==> config.mk <==
export PLATFORM = sky130hd
export DESIGN_NAME = macstl_top
export DESIGN_NICKNAME = d
export VERILOG_FILES = /design/src/macstl_pkg.sv /design/src/macstl_hist.sv /design/src/macstl_top.sv
export VERILOG_INCLUDE_DIRS = /design/src
export SDC_FILE = /design/constraint.sdc
export NUM_CORES = 1
export LEC_CHECK = 0
export BUFFER_PORTS_ARGS = -buffer_cell sky130_fd_sc_hd__clkbuf_2
export CORE_UTILIZATION = 50
export DETAILED_ROUTE_END_ITERATION = 10
export GPL_TIMING_DRIVEN = 0
export PLACE_DENSITY_LB_ADDON = 0.3
export SETUP_SLACK_MARGIN = 0.4
export SYNTH_ARGS = -nofsm -noshare
export SYNTH_HDL_FRONTEND = slang
export SYNTH_SLANG_ARGS = --single-unit
==> constraint.sdc <==
create_clock -name CLK_SYS -period 2.5 [get_ports CLK_SYS]
set_input_delay 0 -clock CLK_SYS [delete_from_list [all_inputs] [get_ports CLK_SYS]]
set_output_delay 0 -clock CLK_SYS [all_outputs]
set_load 0.03 [all_outputs]
==> src/macstl_regs.svh <==
// Behaviour
// - Dependent accumulate on register or pair zero after one gap adds one cycle.
// - Penalty applies to integer add and subtract variants, never to float ones.
// - Accumulator operand is the value the product is added to or subtracted from.
// - Penalty only when one bubble or one non-writing instruction separates them.
// - No penalty with two or more instructions, or one writing instruction, between.
// - Penalty recurs on every pass of a loop, never absorbed after the first.
// - Accumulators on any other data register or pair incur no extra cycle.
`ifndef MACSTL_REGS_SVH
`define MACSTL_REGS_SVH
`define MACSTL_REG_W 4
`define MACSTL_ZERO_REG 4'h0
`define MACSTL_PAIR_MASK 4'he
`define MACSTL_EXTRA_CYC 2'h1
`define MACSTL_GAP_ONE 2'h1
`define MACSTL_GAP_FAR 2'h2
`define MACSTL_HIST_DEPTH 3
`endif

==> src/macstl_pkg.sv <==
package macstl_pkg;
  typedef enum logic [2:0] {
    OP_NONE,
    OP_OTHER,
    OP_INT_MUL,
    OP_MADD_INT,
    OP_MSUB_INT,
    OP_MADD_FLT,
    OP_MSUB_FLT
  } macstl_op_e;
  typedef enum {ST_RUN, ST_HOLD} macstl_state_e;
endpackage

==> src/macstl_hist.sv <==
`timescale 1ns/100ps
`default_nettype none
`include "macstl_regs.svh"
// Small history of producing instructions in issue slots
module macstl_hist (
  input wire logic clk,
  input wire logic rst,
  input wire logic shift,
  input wire logic wr_prod,
  input wire logic [3:0] wr_dest,
  input wire logic wr_pair,
  input wire logic wr_any,
  output logic [`MACSTL_HIST_DEPTH-1:0] rd_prod,
  output logic [`MACSTL_HIST_DEPTH*4-1:0] rd_dest,
  output logic [`MACSTL_HIST_DEPTH-1:0] rd_pair,
  output logic [`MACSTL_HIST_DEPTH-1:0] rd_any
);
  always_ff @(posedge clk or posedge rst) begin
    if (rst) begin
      rd_prod <= '0;
      rd_dest <= '0;
      rd_pair <= '0;
      rd_any <= '0;
    end else if (shift) begin
      rd_prod <= {rd_prod[`MACSTL_HIST_DEPTH-2:0], wr_prod};
      rd_dest <= {rd_dest[`MACSTL_HIST_DEPTH*4-5:0], wr_dest};
      rd_pair <= {rd_pair[`MACSTL_HIST_DEPTH-2:0], wr_pair};
      rd_any <= {rd_any[`MACSTL_HIST_DEPTH-2:0], wr_any};
    end
  end
endmodule // macstl_hist
`default_nettype wire

==> src/macstl_top.sv <==
`timescale 1ns/100ps
`default_nettype none
`include "macstl_regs.svh"
module macstl_top
  import macstl_pkg::*;
(
  input wire logic CLK_SYS,
  input wire logic RST,
  input wire logic ISSUE_VALID,
  input wire macstl_op_e ISSUE_OP,
  input wire logic [3:0] ISSUE_DEST,
  input wire logic ISSUE_DEST_PAIR,
  input wire logic ISSUE_WRITES,
  input wire logic [3:0] ISSUE_ACC,
  input wire logic ISSUE_ACC_PAIR,
  input wire logic NORMAL_STALL,
  output logic ISSUE_READY,
  output logic EXTRA_STALL,
  output logic [31:0] PENALTY_COUNT
);
  // ----------------------------------------------------------------
  // Helpers
  // ----------------------------------------------------------------
  // Integer multiply-add or multiply-subtract
  function automatic logic is_int_mac(input macstl_op_e op);
    begin
      is_int_mac = (op == OP_MADD_INT) || (op == OP_MSUB_INT);
    end
  endfunction
  // Float accumulate variants
  function automatic logic is_flt_mac(input macstl_op_e op);
    begin
      is_flt_mac = (op == OP_MADD_FLT) || (op == OP_MSUB_FLT);
    end
  endfunction
  // Integer multiply or integer accumulate
  function automatic logic is_producer(input macstl_op_e op);
    begin
      is_producer = (op == OP_INT_MUL) || is_int_mac(op);
    end
  endfunction
  // Register zero, or pair zero
  function automatic logic is_zero(input logic [3:0] r, input logic pair);
    begin
      if (pair) begin
        is_zero = ((r & `MACSTL_PAIR_MASK) == `MACSTL_ZERO_REG);
      end else begin
        is_zero = (r == `MACSTL_ZERO_REG);
      end
    end
  endfunction
  // Register or pair overlap
  function automatic logic same_reg(input logic [3:0] a, input logic ap,
                                    input logic [3:0] b, input logic bp);
    begin
      same_reg = ((a & `MACSTL_PAIR_MASK) == (b & `MACSTL_PAIR_MASK)) &&
                 (ap || bp || (a == b));
    end
  endfunction
  // Slot that is a bubble or a non-writer
  function automatic logic slot_gap(input logic prod, input logic any);
    begin
      slot_gap = !prod && !any;
    end
  endfunction
  // ----------------------------------------------------------------
  // Declarations
  // ----------------------------------------------------------------
  macstl_state_e state_r;
  macstl_state_e state_nxt;
  logic [1:0] hold_cnt_r;
  logic [1:0] hold_cnt_nxt;
  logic slot_adv;
  logic [`MACSTL_HIST_DEPTH-1:0] h_prod;
  logic [`MACSTL_HIST_DEPTH*4-1:0] h_dest;
  logic [`MACSTL_HIST_DEPTH-1:0] h_pair;
  logic [`MACSTL_HIST_DEPTH-1:0] h_any;
  logic issued;
  logic producer;
  logic writer;
  logic hazard;
  logic acc_zero;
  logic gap_one;
  logic dep_hit;
  logic mac_now;
  logic prev_prod;
  logic prev_any;
  logic far_prod;
  logic far_pair;
  logic [3:0] far_dest;
  // ----------------------------------------------------------------
  // Issue qualify
  // ----------------------------------------------------------------
  assign issued = ISSUE_VALID && ISSUE_READY && !NORMAL_STALL;
  assign producer = issued && is_producer(ISSUE_OP);
  assign writer = issued && ISSUE_WRITES;
  // Float variants never count as accumulate here
  assign mac_now = issued && is_int_mac(ISSUE_OP) && !is_flt_mac(ISSUE_OP);
  // ----------------------------------------------------------------
  // Issue slot history
  // ----------------------------------------------------------------
  // Every running cycle is a slot; empty slots are bubbles
  assign slot_adv = (state_r == ST_RUN);
  macstl_hist u_hist (
    .clk(CLK_SYS),
    .rst(RST),
    .shift(slot_adv),
    .wr_prod(producer),
    .wr_dest(ISSUE_DEST),
    .wr_pair(ISSUE_DEST_PAIR),
    .wr_any(writer),
    .rd_prod(h_prod),
    .rd_dest(h_dest),
    .rd_pair(h_pair),
    .rd_any(h_any)
  );
  // ----------------------------------------------------------------
  // History taps
  // ----------------------------------------------------------------
  assign prev_prod = h_prod[0];
  assign prev_any = h_any[0];
  assign far_prod = h_prod[1];
  assign far_pair = h_pair[1];
  assign far_dest = h_dest[7:4];
  // ----------------------------------------------------------------
  // Hazard detect
  // ----------------------------------------------------------------
  // Accumulator is the added-to or subtracted-from operand
  assign acc_zero = is_zero(ISSUE_ACC, ISSUE_ACC_PAIR);
  // Slot one back holds bubble or non-writer, slot two back is producer
  assign gap_one = slot_gap(prev_prod, prev_any) && far_prod;
  assign dep_hit = same_reg(far_dest, far_pair, ISSUE_ACC, ISSUE_ACC_PAIR);
  // Only in a running cycle; the accumulate is taken, then one cycle added
  assign hazard = slot_adv && mac_now && acc_zero && gap_one && dep_hit;
  // ----------------------------------------------------------------
  // Stall next state
  // ----------------------------------------------------------------
  always_comb begin
    state_nxt = state_r;
    hold_cnt_nxt = hold_cnt_r;
    case (state_r)
      ST_RUN: begin
        // No memory of past passes: each loop pass is judged afresh
        if (hazard) begin
          state_nxt = ST_HOLD;
          hold_cnt_nxt = `MACSTL_EXTRA_CYC;
        end
      end
      ST_HOLD: begin
        if (hold_cnt_r <= 2'h1) begin
          state_nxt = ST_RUN;
          hold_cnt_nxt = 2'h0;
        end else begin
          hold_cnt_nxt = hold_cnt_r - 2'h1;
        end
      end
      default: begin
        state_nxt = ST_RUN;
        hold_cnt_nxt = 2'h0;
      end
    endcase
  end
  // ----------------------------------------------------------------
  // Stall state
  // ----------------------------------------------------------------
  always_ff @(posedge CLK_SYS or posedge RST) begin
    if (RST) begin
      state_r <= ST_RUN;
    end else begin
      state_r <= state_nxt;
    end
  end
  always_ff @(posedge CLK_SYS or posedge RST) begin
    if (RST) begin
      hold_cnt_r <= 2'h0;
    end else begin
      hold_cnt_r <= hold_cnt_nxt;
    end
  end
  // ----------------------------------------------------------------
  // Issue outputs
  // ----------------------------------------------------------------
  // Operands untouched: only the next issue is held back
  always_ff @(posedge CLK_SYS or posedge RST) begin
    if (RST) begin
      ISSUE_READY <= 1'b1;
    end else begin
      ISSUE_READY <= (state_nxt == ST_RUN);
    end
  end
  always_ff @(posedge CLK_SYS or posedge RST) begin
    if (RST) begin
      EXTRA_STALL <= 1'b0;
    end else begin
      EXTRA_STALL <= (state_nxt == ST_HOLD);
    end
  end
  // ----------------------------------------------------------------
  // Penalty counter
  // ----------------------------------------------------------------
  always_ff @(posedge CLK_SYS or posedge RST) begin
    if (RST) begin
      PENALTY_COUNT <= 32'h0;
    end else if (hazard) begin
      PENALTY_COUNT <= PENALTY_COUNT + 32'h1;
    end
  end
endmodule // macstl_top
`default_nettype wire

==> results.cfg, run 1 <==
[final_layout]
final_area_sq_um = 4323
layout.nets = 375
area_growth_pct = 38.31
drive_gt1_share_pct = 35.18
diodes = 0

[floorplanning]
die_h_um = 81.07
die_w_um = 81.07
core.rowCount = 28
core_area_sq_um = 5991
ioPinCount = 52
start_util_pct = 52.17
dieArea_sq_um = 6572

[clock_tree]
clkTransAtPathRegs_ns = 0.08
h-tree-depth = 3
cts_inserted_buffers = 9
cts_buffer_depth = 2
cts_sinks = 81
clock_latency_ns = 0.34
root_buffer = clkbuf_8
cts_tree = done

[grt]
grt_pass1_wl_um = 9722
grt_overflow = 0
track_usage_pct = 20.23
grt_max_degree = 62
antenna_found_initial = 0
grt_pass1_vias = 2132

[yosys]
synth_compound_area_share_pct = 2.602
synth_most_common_cell = dfrtp_1
synth_edf_count = 0
synthMuxAreaShare_pct = 4.323
ys_types = 35
yosys_register_bits = 81
syn_avg_cell_area_sq_um = 12.97
synth_top_family_by_area = simple AND/OR/NAND/NOR gates
synthTopCellsByCount = 80 x dfrtp_1, 20 x nand2_1, 19 x xnor2_1, 13 x xor2_1
syn-cell-area_sq_um = 3125
synth-xor-area-share_pct = 9.488
yosys.area_share.simple_pct = 16.33
syn-instance-count = 241
async_reset_ff_share_pct = 100.0
synthAdderAreaFrac_pct = 0.4003
yosysWarnings = 0
synth_top_cell_area_share_pct = 64.05
synthFlopType = dfrtp_1
synth_area_leaders = dfrtp_1 64%, xnor2_1 5.3%, mux2_2 4.3%
ys_seq_area_share_pct = 64.89
yosys.area.top_type = dfrtp_1

[worst_setup_path]
end_kind = register
critPathArrivalTime_ns = 2.76
crit_buf_inv = 1
crit_path_frequent_cell = or3_4
worstSetupPathType = register to register
slowest_delay_ns = 0.55
worstPathRequired_ns = 2.73
crit_fanout = 4
cp_slowest_cell = or4b_4
critPathLaunchType = register
cp_top_family = simple AND/OR/NAND/NOR gates
crit_chain = or4b_4, a2111oi_4, o2111ai_4, or3_4, buf_6, or3_4, xnor2_2

[detailed_routing]
wl_per_cell_um = 14.12
ant_nets = 0
viasPerCell = 5.048
vias = 2201
drc_errors = 0
drt-total-wl_um = 6157
drt_iter0_drc = 66
firstDrtPassIters = 4

[sta]
fin_skew_ns = 0.009995
fmax_ghz = 0.3960
finalSetupTns_ns = -0.03308
period_share_pct = 101.0
holdWs_ns = 0.02157
rsz0062_at_grt = yes
relSlewSlack_pct = 60.93
worstMarginPinSlew_ns = 0.5844
post-route-min-period_ns = 2.525
hold_viol_final = 0
setup_ws_ns = -0.02535
setup_viol_count_final = 2
finalMaxSlewViolations = 0

[placement]
port_buffers = 51
dpl_cell_area_sq_um = 3701
hpwl_um = 3835
dp_slack_ns = -0.3351
place.gp.congestion = 0.7633

[outcome]
status = complete, but fails checks
violations = negative setup slack

[power_and_ir_drop]
powerDensity_nw_per_um2 = 585.8
max-vdd-ir-drop_v = 0.0004307
leakagePower_nw = 2.106

[worst_hold_path]
min_path_type = primary input to register

[flow_run]
drv_cap = 0
## sequential cells by signal (all words and copies together) (netlist names)
name,flops
PENALTY_COUNT,32
state_r,32
u_hist.rd_dest,8
hold_cnt_r,2
u_hist.rd_pair,2
u_hist.rd_prod,2
EXTRA_STALL,1
ISSUE_READY,1
u_hist.rd_any,1
## through the flow
step           cells  power (mW)  utilization, %
6_report         436       2.532           72.16
2_1_floorplan    271       1.397               -
3_5_place_dp     398       1.428           61.78
5_1_grt          436       2.620           72.16
3_3_place_gp     397       1.419           61.28
4_1_cts          432       2.549           70.74
## worst register-to-register path, delay by kind of cell (launching register included)
| family | cells | cell delay [ns] |
|---|---|---|
| simple gates | 3 | 1.32 |
| compound gates | 2 | 0.46 |
| flops | 1 | 0.39 |
| buf+inv | 1 | 0.13 |
| xor+xnor | 1 | 0.13 |
## final timing paths
check / from / end / slack, ns / depth (start not counted)
worst min register to register: PENALTY_COUNT[31]$_DFFE_PP0P_ / PENALTY_COUNT[31]$_DFFE_PP0P_ / 0.47 / 1
worst min-delay path: ISSUE_OP[1] / u_hist.rd_prod[0]$_DFFE_PP0P_ / 0.02 / 4
min in group asynchronous: RST / u_hist.rd_dest[2]$_DFFE_PP0P_ / 0.15 / 3
max in group asynchronous: RST / PENALTY_COUNT[4]$_DFFE_PP0P_ / 1.79 / 4
worst max register to register: u_hist.rd_dest[7]$_DFFE_PP0P_ / PENALTY_COUNT[23]$_DFFE_PP0P_ / -0.03 / 7
worst max-delay path: u_hist.rd_dest[7]$_DFFE_PP0P_ / PENALTY_COUNT[23]$_DFFE_PP0P_ / -0.03 / 7
## timing repair
item | in CTS | in global routing
gates resized for setup | 34 | 14
setup buffers | 10 | 3
setup endpoints to repair | 44 | 45
endpoints found under the hold margin | 87 | 1
cloned | 1 | 0
pin swaps | 8 | 7
hold buffers | 7 | 1
## metal layers
layer	global-route usage [%]	vias to the layer above	routed length (um)
met5	0	-	0
met4	10.00	0	142
met1	27.23	1083	2780
met3	5.393	15	242
met2	30.34	61	2993
li1	-	1042	-
## logic make-up after synthesis
kind of cell,after synthesis
simple gates,91
flops,81
xor+xnor,33
buf+inv,13
mux,12
compound gates,9
fa+ha+maj,1
other cells,1
## report_power, final
part,internal (mW),switching [mW]
sequential,1.33,0.00876
clock,0.665,0.452
combinational,0.0279,0.0447
total,2.03,0.505
## placed cells by master (no fill, tap or decap), types with 2 or more instances in the layout
master         count
or3_4              2
buf_4              8
nand4_1           11
nor2_4             3
and3_1             6
a21oi_1            4
nand2b_1           2
nand2_1           20
and2_1             2
clkbuf_1           2
nor4_4             6
clkbuf_8          10
conb_1            31
nor3_2             5
nor2_1             4
inv_1              8
nand3_2            2
nor3_4             2
xor2_1            13
and4_1             2
dfrtp_1           80
buf_6              8
mux2_4            11
dlygate4sd3_1      8
clkbuf_2          51
bufinv_16          3
nor4_1             7
nand3_1            8
xnor2_1           19
o21ai_2            2
## final cells by class
class / instances / area (sq um)
clock buffer: 11 / 131.4
tap: 75 / 93.84
timing repair buffer: 74 / 490.5
fill: 401 / 1668
clock inverter: 5 / 103.9
multi-input combinational: 177 / 1388
inverter: 9 / 36.28
sequential: 81 / 2028
buffer: 4 / 51.30
Power figures use the tool's default switching activity.
==> inputs of run 2 (changes only) <==
--- a/config.mk
+++ b/config.mk
@@ -10,6 +10,7 @@
 export CORE_UTILIZATION = 50
 export DETAILED_ROUTE_END_ITERATION = 10
 export GPL_TIMING_DRIVEN = 0
+export MAX_ROUTING_LAYER = met4
 export PLACE_DENSITY_LB_ADDON = 0.3
 export SETUP_SLACK_MARGIN = 0.4
 export SYNTH_ARGS = -nofsm -noshare
==> constraint.sdc (replaced) <==
create_clock -name CLK_SYS -period 2 [get_ports CLK_SYS]
set_input_delay 0 -clock CLK_SYS [delete_from_list [all_inputs] [get_ports CLK_SYS]]
set_output_delay 0 -clock CLK_SYS [all_outputs]
set_load 0.03 [all_outputs]
==> run 2 against run 1 <==
Compared with the run above:
- the run still ends with negative setup slack left
- maximum frequency is 1.6% lower
- total power rose by 21%
- routed wire length is 1.7% lower
- critical path type unchanged
- largest cell class unchanged
- largest power group unchanged
==> results.cfg, run 2 (same netlist as run 1, synthesis figures left out) <==
[outcome]
status = complete, but fails checks
violations = negative setup slack

[detailed_routing]
firstDrtPassIters = 4
drt_iter0_drc = 91
vias = 2165
drc_errors = 0
ant_nets = 0
wl_per_cell_um = 13.82
drt-total-wl_um = 6054
viasPerCell = 4.943

[final_layout]
layout_commonest_cell = dfrtp_1
final_area_sq_um = 4374
fin_util_pct = 73.02
final_cell_mix = 80 x dfrtp_1, 51 x clkbuf_2, 31 x conb_1
seqCellArea_sq_um = 2028
diodes = 0
drive_gt1_share_pct = 38.57
final_cells = 438
layout.nets = 377
fillers = 399
multi_input_area_sq_um = 1440
area_growth_pct = 39.95
top_regs = PENALTY_COUNT (32), state_r (32), u_hist.rd_dest (8)

[grt]
track_usage_pct = 20.42
grt_pass1_vias = 2046
grt_pass1_wl_um = 9425
grt_max_degree = 45
grt_overflow = 0
antenna_found_initial = 0

[floorplanning]
core_area_sq_um = 5991
start_util_pct = 52.17
die_h_um = 81.07
die_w_um = 81.07
dieArea_sq_um = 6572
ioPinCount = 52
core.rowCount = 28

[sta]
setup_viol_count_final = 45
setup_ws_ns = -0.5659
fin_skew_ns = 0.008039
worstMarginPinSlew_ns = 0.8019
holdWs_ns = 0.005081
hold_viol_final = 0
period_share_pct = 128.3
fmax_ghz = 0.3897
relSlewSlack_pct = 46.42
finalMaxSlewViolations = 0
rsz0062_at_grt = yes
post-route-min-period_ns = 2.566

[power_and_ir_drop]
p_sw_mw = 0.6514
max-vdd-ir-drop_v = 0.0005832
leakagePower_nw = 2.127
seq_power_share_pct = 54.8
combPwrFrac_pct = 3.0
p_int_mw = 2.412
pwr-share-clk_pct = 42.2
p_sw_share_pct = 21.27
power_mw = 3.063
powerDensity_nw_per_um2 = 700.3

[clock_tree]
cts_tree = done
cts_inserted_buffers = 9
root_buffer = clkbuf_8
clock_latency_ns = 0.34
h-tree-depth = 3
cts_sinks = 81
cts_buffer_depth = 2
clkTransAtPathRegs_ns = 0.08

[worst_setup_path]
worstPathRequired_ns = 2.23
crit_fanout = 5
worstSetupPathType = register to register
end_kind = register
critPathLaunchType = register
critPathArrivalTime_ns = 2.80

[placement]
place.gp.congestion = 0.7481
dpl_cell_area_sq_um = 3726
hpwl_um = 3693
post-place-cells = 398
port_buffers = 51

[worst_hold_path]
min_path_type = primary input to register

[flow_run]
drv_cap = 0
## run 2: cell types whose count changed in the layout (fill, tap and decap cells not counted), moves of 2 or more
| cell | delta |
|---|---|
| xnor2_1 | -3 |
| nand2_1 | -4 |
| buf_8 | +2 |
| xnor2_2 | +3 |
| clkinvlp_4 | +2 |
| nand2_2 | +4 |
| nand3_1 | -3 |
| nand3_2 | +3 |
## run 2: layer usage
layer  vias up  wire (um)  GRT usage, %
met2        53       2926         31.76
met5         -          0             -
met1      1057       2770         25.43
met3        12        259         5.393
li1       1043          -             -
met4         0         97         8.214
## run 2: worst max-delay path, stage by stage (launching register included)
cell and delay [ns]:
dfrtp_1 0.38, or4b_4 0.55, a2111oi_4 0.26, o2111ai_4 0.21, or3_4 0.38, buf_6 0.14
or3_4 0.39, xnor2_2 0.14
## run 2: path summary, 6_finish.rpt
check | start | endpoint | slack [ns] | depth (start not counted)
max | u_hist.rd_dest[7]$_DFFE_PP0P_ | PENALTY_COUNT[23]$_DFFE_PP0P_ | -0.57 | 7
min | ISSUE_OP[0] | u_hist.rd_prod[0]$_DFFE_PP0P_ | 0.005 | 4
max in group asynchronous | RST | PENALTY_COUNT[12]$_DFFE_PP0P_ | 1.00 | 4
min in group asynchronous | RST | u_hist.rd_dest[2]$_DFFE_PP0P_ | 0.33 | 3
max reg2reg | u_hist.rd_dest[7]$_DFFE_PP0P_ | PENALTY_COUNT[23]$_DFFE_PP0P_ | -0.57 | 7
min reg2reg | PENALTY_COUNT[7]$_DFFE_PP0P_ | PENALTY_COUNT[7]$_DFFE_PP0P_ | 0.49 | 1
## run 2: power by group through the flow
stage | clock network [mW] | registers (mW) | logic [mW]
floorplan | 0 | 1.71 | 0.0398
global placement | 0 | 1.71 | 0.0670
detailed placement | 0 | 1.71 | 0.0728
CTS | 1.31 | 1.68 | 0.0918
global route | 1.39 | 1.68 | 0.106
finish | 1.29 | 1.68 | 0.0920
## run 2: what timing repair did
| item | 4_1_cts | 5_1_grt |
|---|---|---|
| pin swaps | 10 | 8 |
| gates cloned | 1 | 0 |
| hold endpoints to repair | 43 | 0 |
| buffers inserted | 11 | 3 |
| hold buffers | 9 | 0 |
| endpoints found under the setup margin | 50 | 50 |
| resized for setup | 35 | 17 |
## run 2: final cells by class
cell class | instances | area share [%]
clock buffers | 10 | 2.918
multi-input cells | 177 | 32.92
well taps | 75 | 2.145
repair buffers | 76 | 11.53
plain buffers | 4 | 1.201
inverters | 9 | 0.8581
clock inverters | 6 | 2.059
flip-flops and latches | 81 | 46.37
## run 2: stage by stage
stage	setup WS (ns)	TNS [ns]
after floorplan	-0.4599	-6.755
after global placement	-0.8502	-19.37
after detailed placement	-0.8871	-21.51
after CTS	-0.5610	-11.13
after global routing	-0.6565	-17.18
final	-0.5659	-12.43
